--- src/dprh_pkg.sv ---
// Purpose: Shared constants and carrier types for the dual-port memory port host.
// Assumes: 100 MHz clock, slowest speed grade timing figures, 8K x 16 port.
// Notes:   Cycle counts are derived from the nanosecond figures below.
package dprh_pkg;

  localparam int CLK_PERIOD_NS = 10;

  localparam int ADDR_W = 13;
  localparam int DATA_W = 16;

  // Timing figures in ns for the slowest grade.
  localparam int T_ACCESS_NS       = 55;
  localparam int T_WRITE_PULSE_NS  = 35;
  localparam int T_OUT_HIGHZ_NS    = 25;
  localparam int T_TOKEN_PULSE_NS  = 20;
  localparam int T_TOKEN_WR_RD_NS  = 15;
  localparam int T_TOKEN_CONTENTION_WINDOW_NS = 15;
  localparam int T_PRIORITY_SETUP_WINDOW_NS   = 5;

  // Least times round up to whole cycles, never below one.
  function automatic int dprh_cyc(input int ns);
    int c;
    c = (ns + CLK_PERIOD_NS - 1) / CLK_PERIOD_NS;
    return (c < 1) ? 1 : c;
  endfunction : dprh_cyc

  localparam int SYNC_CYC    = 2;
  localparam int SETUP_CYC   = dprh_cyc(T_PRIORITY_SETUP_WINDOW_NS);
  localparam int ACCESS_CYC  = dprh_cyc(T_ACCESS_NS) + SYNC_CYC;
  localparam int PULSE_CYC   = dprh_cyc(T_WRITE_PULSE_NS) + SYNC_CYC;
  localparam int REC_HZ_CYC  = dprh_cyc(T_OUT_HIGHZ_NS);
  localparam int REC_TOK_CYC = (dprh_cyc(T_TOKEN_PULSE_NS) > dprh_cyc(T_TOKEN_WR_RD_NS))
                             ? dprh_cyc(T_TOKEN_PULSE_NS) : dprh_cyc(T_TOKEN_WR_RD_NS);
  localparam int RECOVER_CYC = (REC_HZ_CYC > REC_TOK_CYC) ? REC_HZ_CYC : REC_TOK_CYC;
  localparam int CNT_W       = 4;

  typedef enum logic [2:0] {
    ST_IDLE,
    ST_SETUP,
    ST_READ,
    ST_WRITE,
    ST_HOLD,
    ST_RECOVER
  } dprh_state_t;

  typedef struct packed {
    logic              valid;
    logic              write;
    logic              token;
    logic              upper;
    logic              lower;
    logic [ADDR_W-1:0] addr;
    logic [DATA_W-1:0] wdata;
  } dprh_req_t;

  typedef struct packed {
    logic              ready;
    logic              done;
    logic              busy_fail;
    logic [DATA_W-1:0] rdata;
  } dprh_resp_t;

  typedef struct packed {
    logic              port_select_n;
    logic              write_strobe_n;
    logic              output_drive_n;
    logic              upper_lane_n;
    logic              lower_lane_n;
    logic              token_select_n;
    logic [ADDR_W-1:0] addr;
    logic [DATA_W-1:0] dq_out;
    logic              dq_oe;
  } dprh_pins_t;

endpackage : dprh_pkg

--- src/dprh_port_host.sv ---
// Purpose: Drives one port of an asynchronous dual-port memory with token latches.
// Assumes: Device pins are asynchronous to clk; busy and data in are synchronised.
// Notes:   Memory accesses that see busy are retried up to a limit.
`timescale 1ns/10ps

// Contract
// Strobe held high throughout every read.
// Token reads never use continuous-select form.
// Memory: select, lane low; token: select high.
// Strobe high whenever the address changes.
// Device writes on select, lane, strobe overlap.
// Host never drives data while device drives.
// Select falls with strobe, outputs stay off.
// Port select stays high for token write/read.
// Device grants a contended token to one side.
// Device asserts busy to exactly one port.
// Busy makes the host retry the access.
module dprh_port_host #(
  parameter int BUSY_RETRY_MAX = 15
)(
  input  wire logic                     clk,
  input  wire logic                     reset,
  input  wire dprh_pkg::dprh_req_t      req,
  output dprh_pkg::dprh_resp_t          resp,
  output dprh_pkg::dprh_pins_t          pins,
  input  wire logic [dprh_pkg::DATA_W-1:0] dq_in,
  input  wire logic                     busy_n
);
  import dprh_pkg::*;

  // The retry counter is four bits wide, so larger limits would wrap.
  if (BUSY_RETRY_MAX < 1 || BUSY_RETRY_MAX > 15)
  begin : g_bad_retry
    $error("BUSY_RETRY_MAX must lie in 1..15");
  end

  ////////////////////////////////////////////////////////////////////////////////

  typedef struct packed {
    dprh_state_t       st;
    logic [CNT_W-1:0]  cnt;
    logic [3:0]        retries;
    logic              retry;
    logic              write;
    logic              token;
    logic              upper;
    logic              lower;
    logic [DATA_W-1:0] wdata;
    logic              busy_m;
    logic              busy_s;
    logic [DATA_W-1:0] dq_m;
    logic [DATA_W-1:0] dq_s;
    dprh_pins_t        pins;
    dprh_resp_t        resp;
  } dprh_core_t;

  dprh_core_t r;
  dprh_core_t next_r;

  localparam dprh_pins_t PINS_IDLE = '{
    port_select_n:  1'h1,
    write_strobe_n: 1'h1,
    output_drive_n: 1'h1,
    upper_lane_n:   1'h1,
    lower_lane_n:   1'h1,
    token_select_n: 1'h1,
    addr:           '0,
    dq_out:         '0,
    dq_oe:          1'h0
  };

  localparam logic [CNT_W-1:0] SETUP_LAST   = CNT_W'(SETUP_CYC - 1);
  localparam logic [CNT_W-1:0] ACCESS_LAST  = CNT_W'(ACCESS_CYC - 1);
  localparam logic [CNT_W-1:0] PULSE_LAST   = CNT_W'(PULSE_CYC - 1);
  localparam logic [CNT_W-1:0] RECOVER_LAST = CNT_W'(RECOVER_CYC - 1);
  localparam logic [3:0]       RETRY_LIMIT  = 4'(BUSY_RETRY_MAX);

  ////////////////////////////////////////////////////////////////////////////////

  always_comb
  begin
    next_r = r;
    next_r.resp.done = 1'h0;
    next_r.resp.ready = 1'h0;
    // Two-stage synchronisers; only the second stage is used below.
    next_r.busy_m = busy_n;
    next_r.busy_s = r.busy_m;
    next_r.dq_m   = dq_in;
    next_r.dq_s   = r.dq_m;
    if (r.cnt != '0)
      next_r.cnt = r.cnt - CNT_W'(1);

    case (r.st)
      ST_IDLE:
      begin
        next_r.resp.ready = 1'h1;
        if (r.resp.ready && req.valid)
        begin
          next_r.resp.ready     = 1'h0;
          next_r.resp.busy_fail = 1'h0;
          next_r.write   = req.write;
          next_r.token   = req.token;
          next_r.upper   = req.upper;
          next_r.lower   = req.lower;
          next_r.wdata   = req.wdata;
          next_r.retries = '0;
          // Address moves only while the strobe is high and nothing is selected.
          next_r.pins      = PINS_IDLE;
          next_r.pins.addr = req.addr;
          next_r.cnt       = SETUP_LAST;
          next_r.st        = ST_SETUP;
        end
      end

      ST_SETUP:
      begin
        if (r.cnt == '0)
        begin
          // Token space: port select high, token select low, a lane low so the
          // latch is written; memory: port select low, lanes as asked.
          next_r.pins.port_select_n  = r.token;
          next_r.pins.token_select_n = !r.token;
          next_r.pins.upper_lane_n   = r.token ? 1'h1 : !r.upper;
          next_r.pins.lower_lane_n   = r.token ? 1'h0 : !r.lower;
          if (r.write)
          begin
            // Strobe falls in the same edge as the selects, so the device keeps
            // its outputs off and the data bus is ours for the whole pulse.
            next_r.pins.write_strobe_n = 1'h0;
            next_r.pins.output_drive_n = 1'h1;
            next_r.pins.dq_out         = r.token ? {{(DATA_W-1){1'h0}}, r.wdata[0]} : r.wdata;
            next_r.pins.dq_oe          = 1'h1;
            next_r.cnt                 = PULSE_LAST;
            next_r.st                  = ST_WRITE;
          end
          else
          begin
            // Each read is framed by a fresh select with the strobe high, so a
            // token read never relies on a continuously selected port.
            next_r.pins.write_strobe_n = 1'h1;
            next_r.pins.output_drive_n = 1'h0;
            next_r.pins.dq_oe          = 1'h0;
            next_r.cnt                 = ACCESS_LAST;
            next_r.st                  = ST_READ;
          end
        end
      end

      ST_READ:
      begin
        if (r.cnt == '0)
        begin
          next_r.pins = PINS_IDLE;
          next_r.pins.addr = r.pins.addr;
          // Busy matters only for memory space; tokens arbitrate on their own.
          if (!r.token && !r.busy_s)
            next_r.retry = 1'h1;
          else
          begin
            next_r.retry = 1'h0;
            next_r.resp.rdata = r.token ? {{(DATA_W-1){1'h0}}, r.dq_s[0]} : r.dq_s;
          end
          next_r.cnt = RECOVER_LAST;
          next_r.st  = ST_RECOVER;
        end
      end

      ST_WRITE:
      begin
        if (r.cnt == '0)
        begin
          // Strobe and selects rise together; data is held one more cycle.
          next_r.pins.write_strobe_n = 1'h1;
          next_r.pins.port_select_n  = 1'h1;
          next_r.pins.token_select_n = 1'h1;
          next_r.pins.upper_lane_n   = 1'h1;
          next_r.pins.lower_lane_n   = 1'h1;
          // A write that met busy may have been inhibited, so it is repeated.
          next_r.retry = !r.token && !r.busy_s;
          next_r.st    = ST_HOLD;
        end
      end

      ST_HOLD:
      begin
        next_r.pins.dq_oe = 1'h0;
        next_r.cnt = RECOVER_LAST;
        next_r.st  = ST_RECOVER;
      end

      ST_RECOVER:
      begin
        // The gap covers output turn-off and the token update and write-to-read
        // times, so a token read-back after a write sees the new state.
        if (r.cnt == '0)
        begin
          if (r.retry && r.retries != RETRY_LIMIT)
          begin
            next_r.retries = r.retries + 4'h1;
            next_r.cnt     = SETUP_LAST;
            next_r.st      = ST_SETUP;
          end
          else
          begin
            next_r.resp.busy_fail = r.retry;
            next_r.resp.done      = 1'h1;
            next_r.retry          = 1'h0;
            next_r.st             = ST_IDLE;
          end
        end
      end

      default:
      begin
        next_r.pins = PINS_IDLE;
        next_r.st   = ST_IDLE;
      end
    endcase
  end

  ////////////////////////////////////////////////////////////////////////////////

  always_ff @(posedge clk)
  begin
    if (reset)
    begin
      r         <= '0;
      r.st      <= ST_IDLE;
      r.busy_m  <= 1'h1;
      r.busy_s  <= 1'h1;
      r.pins    <= PINS_IDLE;
    end
    else
      r <= next_r;
  end

  assign resp = r.resp;
  assign pins = r.pins;

endmodule : dprh_port_host

--- config.mk ---
export PLATFORM = sky130hd
export DESIGN_NAME = dprh_port_host
export DESIGN_NICKNAME = d
export VERILOG_FILES = /design/src/dprh_pkg.sv /design/src/dprh_port_host.sv
export SDC_FILE = /design/constraint.sdc
export NUM_CORES = 1
export LEC_CHECK = 0
export ABC_AREA = 1
export CAP_MARGIN = 30
export CORE_UTILIZATION = 28
export DETAILED_ROUTE_END_ITERATION = 6
export DONT_BUFFER_PORTS = 1
export GPL_ROUTABILITY_DRIVEN = 0
export GPL_TIMING_DRIVEN = 0
export PLACE_DENSITY_LB_ADDON = 0.1
export SYNTH_ARGS = -nofsm -noshare
export SYNTH_HDL_FRONTEND = slang
export SYNTH_SLANG_ARGS = --single-unit
--- constraint.sdc ---
create_clock -name clk -period 2.9 [get_ports clk]
set_clock_uncertainty 0.2 [all_clocks]
set_input_delay 0.145 -clock clk [delete_from_list [all_inputs] [get_ports clk]]
set_output_delay 0.145 -clock clk [all_outputs]
set_load 0.02 [all_outputs]
# --- After elaboration in Yosys (flattened, before gate mapping) ---
# Index checks and enable logic that the tools add are counted.
classes:
  addsub: 2
  eq_ne: 14
  mux: 40
  bitwise: 9
  reduce_logical: 29
op_table:
  columns: ["cell", "n"]
  rows:
  - ["$pmux W16 S4", 1]
  - ["$mux W16", 3]
  - ["$pmux W13 S3", 1]
  - ["$mux W37", 1]
  - ["$mux W36", 1]
  - ["$pmux W4 S5", 1]
  - ["$reduce_and A5 Y1", 4]
  - ["$pmux W3 S6", 1]
  - ["$mux W17", 1]
  - ["$ne A2 B2 Y1 const B", 8]
  - ["$reduce_and A4 Y1", 4]
  - ["$pmux W3 S5", 1]
  - ["$mux W7", 2]
  - ["$mux W12", 1]
  - ["$mux W11", 1]
  - ["$mux W1", 10]
  - ["$pmux W2 S5", 1]
  - ["$not A1 Y1", 9]
  - ["$mux W8", 1]
  - ["$pmux W1 S4", 2]
  - ["$pmux W4 S2", 1]
  - ["$eq A3 B2 Y1 const B", 2]
  - ["$eq A3 B3 Y1 const B", 2]
  - ["$mux W2", 3]
  - ["other kinds (22)", 32]
totals:
  ff_bits: 121
  output_inout_bits: 55
  wordCells: 120

# --- Depth between registers and ports, before layout ---
# Gate-level depths: netlist (run 1).
logic_depth:
  word_depth: 5
  ltp_mapped: 12
  ltp_nobuf: 11

# --- Worst setup path after synthesis (run 1) ---
# Ideal clock, no wire load.
synth_path:
  kind: "reg2reg"
  from: "register r[114] (netlist bit)"
  to: "register r[113] (netlist bit)"
  setup_ns: 0.070
  t_arrival_ns: 1.511
  path_slack_ns: 1.119
  path_stages_with_launch: 11
  period_less_slack_ns: 1.781
  path_cell_list: "dfxtp_1 inv_1 ha_1 nand2_1 buf_2 nand2_1 nand2_1 inv_1 o21ai_1 nand2_1 a21oi_1"
synth_via:
  elab_chain_cells: 3
synth_lines:
  columns: ["element", "line", "rtl"]
  rows:
  - ["from (decl)", "dprh_port_host.sv:57", "dprh_core_t r;"]
  - ["from (signal assigned)", "dprh_port_host.sv:234", "r <= next_r;"]
  - ["$logic_not A4 Y1", "dprh_port_host.sv:195", "if (r.cnt == '0)"]
  - ["$ne A2 B2 Y1 (no source line)", null, null]
  - ["$reduce_and A4 Y1 (no source line)", null, null]
# No other way between the ends.
# A chain may end at the register's enable or synchronous reset.

# --- Worst setup path after layout (run 1) ---
layout_path:
  from: "register r[114] (netlist bit)"
  to: "register r[111] (netlist bit)"
# The elaborated chain is that of the path after synthesis.

==> reports/metrics.yaml, run 1 <==
grt.busiest_layer: "met2"
grtUsageMet3_pct: 4.65
slowest_delay_ns: 0.33
power.leakage_nw: 2.78
min_from: "reset"
grt_pass1_vias: 4004
finalInstanceArea_um2: 6380
syn_avg_cell_area_um2: 7.57
status: "completed"
die_area_um2: 18200
synth_cell_type_count: 32
crit_arrival_ns: 2.33
drtIter0Drc: 114
hp-class: "in2reg"
num_vias: 4070
clock_latency_ns: 0.41
endpoint: "r[111]"
ys_warn_count: 0
drt-total-wl_um: 12800
portBuffers: 0
critPathRequiredTime_ns: 3.04
ant_nets: 0
layout-drive-gt1-share_pct: 15.7
post-route-drc-count: 0
synth_top_area_share_pct: 48.9
setup_tns_ns: 0
crit_cells: 10
dpl.hpwl_um: 9030
post_dp_cell_area_um2: 5230
worst_pin_slew_ns: 0.650
cts_resized: 0
start_kind: "register"
core-area_um2: 17300
mostFrequentLayoutCell: "nand2_1"
cts_tree: "yes"
yosys-top-cells-area: "dfxtp_1 (49%), nand2_1 (11%), buf_4 (8.6%), a21oi_1 (7.6%), nor2_1 (6.5%)"
slew_headroom_pct: 56.6
initial_core_util_pct: 28.6
layout_common_cells: "nand2_1 (142), dfxtp_1 (121), nor2_1 (86), a21oi_1 (75), inv_1 (64)"
p_per_area_nw_per_um2: 972
cp_cell_sequence: "inv_1 > ha_1 > nand2_1 > buf_2 > nand2_1 > nand2_1 > inv_1 > o21ai_1 > nand2_1 > a21oi_1"
clock-sinks: 121
syn_nets: 711
vias_per_cell: 4.23
rows: 48
cp-startpoint: "r[114]"
maxCapViolations: 0
cts_root_buf: "clkbuf_16"
ys_ff_latch: 121
chipWidth_um: 135
slowest_stage: "dfxtp_1"
rr_startpoint: "r[114]"
antenna_found_initial: 1
setup_violations: 0
setup_ws_ns: 0.713
post-cts-setup-buffers: 0
htree_levels: 4
maxSlewViolCount: 0
cp_top_family: "simple AND/OR/NAND/NOR gates"
grt_pass1_wl_um: 20300
cts-buffers-inserted: 17
grt_use_met1_pct: 17.9
area_growth_syn_to_layout_pct: 29.0
hold_viol_final: 0
syn-cell-area_um2: 4950
max-vdd-ir-drop_mv: 0.435
clock_path_buffers: 2
nNetsFinal: 781
drt_first_pass_iters: 4
worstPathMaxFanout: 11
holdBufCountCts: 51
grt_max_degree: 17
r2r_end: "r[111]"
fmax_mhz: 457
grt_overflow_total: 0
pre_cts_ws_ns: 0.711
ios: 108
reg2reg_slack_ns: 0.71
avgRoutedWirePerCell_um: 13.3
rsz0062_at_grt: "false"
die_y_um: 135
ys_seq_area_share_pct: 48.9
endpoint_kind: "register"
synthCells: 654
crit_type: "reg2reg"
worstRegToRegCells: 10
grt_use_met2_pct: 23.9
worst-path-buf-inv: 3
track_usage_pct: 14.7
fin_crit_ns: 2.19
synth_top_cell_by_area: "dfxtp_1"
clk_pin_slew_ns: 0.06
period_share_pct: 75.4
crit_top_cell: "nand2_1"
synthesized netlist by cell type:
| library cell | number |
|---|---|
| buf_1 | 1 |
| nand2_2 | 3 |
| o211ai_1 | 1 |
| buf_4 | 57 |
| a211oi_1 | 1 |
| xor2_1 | 1 |
| nor3_1 | 2 |
| nor3_4 | 1 |
| nand2_1 | 142 |
| o21bai_1 | 1 |
| or2_2 | 2 |
| clkbuf_1 | 13 |
| xnor2_1 | 2 |
| a21oi_2 | 1 |
| nand4_1 | 2 |
| nand3b_4 | 1 |
| nand3_2 | 1 |
| buf_6 | 1 |
| inv_2 | 5 |
| a31oi_1 | 1 |
| nand3_1 | 29 |
| o21ai_1 | 5 |
| nor2_2 | 2 |
| a21oi_1 | 75 |
| dfxtp_1 | 121 |
| o21ai_0 | 17 |
| inv_1 | 64 |
| nor2_1 | 86 |
| clkinv_1 | 2 |
| ha_1 | 4 |
| nor2_4 | 1 |
| buf_2 | 9 |
layer usage:
layer	wire, um	up-vias
met1	6120	1836
met4	189	0
li1	-	2132
met5	0	-
met2	5900	89
met3	605	13
how the worst min path moves through the flow:
| stage | end | depth (start not counted) |
|---|---|---|
| finish | r[90] | 4 |
| global route | pins[10] | 4 |
| CTS | r[98] | 4 |
| detailed placement | next_r[87] | 1 |
| global placement | next_r[87] | 1 |
| floorplan | next_r[87] | 1 |
cell type report:
class / instances / area, um^2
clock buffers: 17 / 425
plain buffers: 81 / 537
multi-input cells: 381 / 1720
fillers: 1817 / 10900
inverters: 71 / 267
well taps: 225 / 282
flip-flops and latches: 121 / 2420
diodes: 1 / 2.50
clock inverters: 15 / 214
repair buffers: 51 / 510
metrics by stage:
step                util (%)  hold slack [ns]  total power [W]  instances
floorplan                  -           0.0488          0.00353        654
global placement        30.2           0.0509          0.00391        879
detailed placement      30.2           0.0511          0.00393        879
CTS                     36.9          0.00331          0.00630        962
global route            36.9           0.0410          0.00660        963
finish                  36.9           0.0127          0.00620        963
report_power, final:
| group | switching [W] | internal, W | leakage, nW |
|---|---|---|---|
| combinational | 0.00118 | 0.000667 | 1.48 |
| sequential | 0.000147 | 0.00193 | 0.991 |
| clock | 0.000817 | 0.00146 | 0.311 |
| total | 0.00214 | 0.00406 | 2.78 |
kinds of logic after synthesis:
family	synth area share (%)
and+or+nand+nor	22.7
buffers and inverters	16.2
DFF	48.9
AOI/OAI and AO/OA	10.6
adders and majority gates	1.01
xor gates and xnor gates	0.531
state kept, by name, summed over array words and instances, names as in the netlist:
| name | cells |
|---|---|
| pins | 36 |
| resp | 19 |
| next_r | 17 |
| r | 49 |
worst reg2reg max path, cell delays in order (launching register included):
cell     delay (ns)
dfxtp_1        0.33
inv_1          0.10
ha_1           0.23
nand2_1        0.24
buf_2          0.30
nand2_1        0.10
nand2_1        0.10
inv_1          0.08
o21ai_1        0.20
nand2_1        0.09
a21oi_1        0.13
Note: power is estimated with default switching activity, not from simulation.
==> run 2, diff against run 1 <==
Clock period 2.9 ns to 1.95 ns, I/O delays scaled along.
==> reports/metrics.yaml, run 2 (synthesis results as in run 1) <==
grt_pass1_wl_um: 20400  # was 20300 um
cp_cell_sequence: "inv_2 > ha_2 > nand2_4 > buf_4 > nand2_2 > nand3b_4 > buf_4 > a21oi_1 > nor2_1"  # was inv_1 > ha_1 > nand2_1 > buf_2 > nand2_1 > nand2_1 > inv_1 > o21ai_1 > nand2_1 > a21oi_1
drt-total-wl_um: 13000  # was 12800 um
ant_nets: 0  # unchanged
layout_common_cells: "nand2_1 (138), dfxtp_1 (117), nor2_1 (82), a21oi_1 (73), buf_4 (63)"  # was nand2_1 (142), dfxtp_1 (121), nor2_1 (86), a21oi_1 (75), inv_1 (64)
worst_pin_slew_ns: 0.630  # was 0.650 ns
nNetsFinal: 786  # was 781
clock-sinks: 121  # unchanged
slowest_delay_ns: 0.32  # was 0.33 ns
fmax_mhz: 540  # was 457 MHz
p_sw_share_pct: 34.6  # about the same
maxCapViolations: 0  # unchanged
max-vdd-ir-drop_mv: 0.666  # was 0.435 mV
period_share_pct: 95.1  # was 75.4%
grt_overflow_total: 0  # unchanged
crit_top_cell: "buf_4"  # was nand2_1
top_layer: "met4"  # unchanged
pwr-share-clk_pct: 35.8  # was 36.7%
finish.utilization_pct: 37.7  # was 36.9%
worstPathMaxFanout: 10  # was 11
track_usage_pct: 14.8  # was 14.7%
dpl.hpwl_um: 9030  # unchanged
slew_headroom_pct: 58.0  # was 56.6%
dpl.cell_count: 879  # unchanged
core-area_um2: 17300  # unchanged
chipWidth_um: 135  # unchanged
power.leakage_nw: 2.83  # was 2.78 nW
clk_pin_slew_ns: 0.06  # about the same
antenna_found_initial: 1  # unchanged
p_int_w: 0.00619  # was 0.00406 W
endpoint_kind: "register"  # unchanged
die_area_um2: 18200  # unchanged
p_per_area_nw_per_um2: 1450  # was 972 nW/um^2
layout-drive-gt1-share_pct: 18.9  # was 15.7%
cts_root_buf: "clkbuf_16"  # unchanged
slowest_stage: "dfxtp_2"  # was dfxtp_1
mostFrequentLayoutCell: "nand2_1"  # unchanged
regMostFlops: "r"  # unchanged
rows: 48  # unchanged
cts_tree: "yes"  # unchanged
final-instance-count-excl-fill: 968  # was 963
setup_violations: 0  # unchanged
start_kind: "register"  # unchanged
portBuffers: 0  # unchanged
vias_per_cell: 4.27  # was 4.23
cts-buffers-inserted: 17  # unchanged
met2_length_um: 6010  # was 5900 um
status: "completed"  # unchanged
crit_type: "reg2reg"  # unchanged
hp-class: "in2reg"  # unchanged
clock_latency_ns: 0.41  # about the same
avgRoutedWirePerCell_um: 13.4  # was 13.3 um
fin_crit_ns: 1.85  # was 2.19 ns
crit_arrival_ns: 1.96  # was 2.33 ns
grt_max_degree: 17  # unchanged
critPathRequiredTime_ns: 2.06  # was 3.04 ns
hold_viol_final: 0  # unchanged
clock_path_buffers: 2  # unchanged
drt_first_pass_iters: 4  # unchanged
maxSlewViolCount: 0  # unchanged
p_switching_w: 0.00328  # was 0.00214 W
met1Wirelength_um: 5980  # was 6120 um
num_vias: 4131  # was 4070
die_y_um: 135  # unchanged
wl_met3_um: 758  # was 605 um
initial_core_util_pct: 28.6  # unchanged
drtIter0Drc: 136  # was 114
htree_levels: 4  # unchanged
largest_register_ffs: 49  # unchanged
pwr-share-seq_pct: 32.8  # was 33.5%
area_growth_syn_to_layout_pct: 31.8  # was 29.0%
ios: 108  # unchanged
post-route-drc-count: 0  # unchanged
grt_pass1_vias: 4005  # was 4004
combPwrFrac_pct: 31.4  # was 29.8%
-- run 2: changes by cell type in the layout (fill, tap and decap cells not counted), moves of 3 or more --
cell	change
nor2_1	-4
dfxtp_2	+3
buf_4	+6
nand2_1	-4
buf_2	-6
dfxtp_1	-4
nand2_2	+3
-- run 2: repair_timing --
action,in CTS,in global routing
endpoints found under the setup margin,53,62
endpoints found under the hold margin,54,0
resized for setup,14,22
hold buffers,52,0
buffers inserted,1,3
pin swaps,1,3
-- run 2: per-stage QoR --
step	cell area [um^2]	hold slack, ns	setup slack, ns	setup TNS [ns]	power (W)
detailed placement	5230	0.00357	-0.239	-4.83	0.00585
finish	6520	0.137	0.0965	0	0.00947
global placement	5230	0.00343	-0.190	-4.46	0.00581
floorplan	4950	0.00131	0.169	0	0.00525
global route	6520	0.131	-0.0107	-0.0213	0.0101
CTS	6440	0.113	0.00339	0	0.00945
-- run 2: metal layers --
| layer | up-vias | GRT usage, % |
|---|---|---|
| met5 | - | 0 |
| met4 | 0 | 6.43 |
| met3 | 17 | 4.58 |
| met2 | 109 | 24.3 |
| met1 | 1862 | 17.9 |
| li1 | 2143 | - |
-- run 2: layout make-up --
| class | instances | area (um^2) |
|---|---|---|
| clock buffers | 17 | 425 |
| diodes | 1 | 2.50 |
| repair buffers | 56 | 551 |
| plain buffers | 81 | 563 |
| well taps | 225 | 282 |
| clock inverters | 15 | 214 |
| inverters | 71 | 270 |
| fillers | 1810 | 10800 |
| flip-flops and latches | 121 | 2430 |
| multi-input cells | 381 | 1790 |
-- run 2: final timing paths --
path                            startpoint  slack (ns)  depth (start not counted)          to
worst max-delay path                r[114]         0.1                          9    pins[11]
worst min register to register  next_r[55]        0.20                          2       r[55]
worst min-delay path             dq_in[10]        0.14                          3  next_r[65]
worst max register to register      r[114]         0.1                          9    pins[11]
-- run 2: power by group through the flow --
stage	clock network, W	registers, W	logic [W]
3_3_place_gp	0	0.00315	0.00267
2_1_floorplan	0	0.00308	0.00217
3_5_place_dp	0	0.00315	0.00270
4_1_cts	0.00348	0.00311	0.00287
5_1_grt	0.00356	0.00316	0.00333
6_report	0.00339	0.00311	0.00297
-- run 2: worst max-delay path: cells and delay by family (launching register included) --
kind                       cells  cell delay (ns)
AOI/OAI and AO/OA              1             0.14
and+or+nand+nor                4             0.40
DFF                            1             0.32
buffers and inverters          3             0.44
adders and majority gates      1             0.22
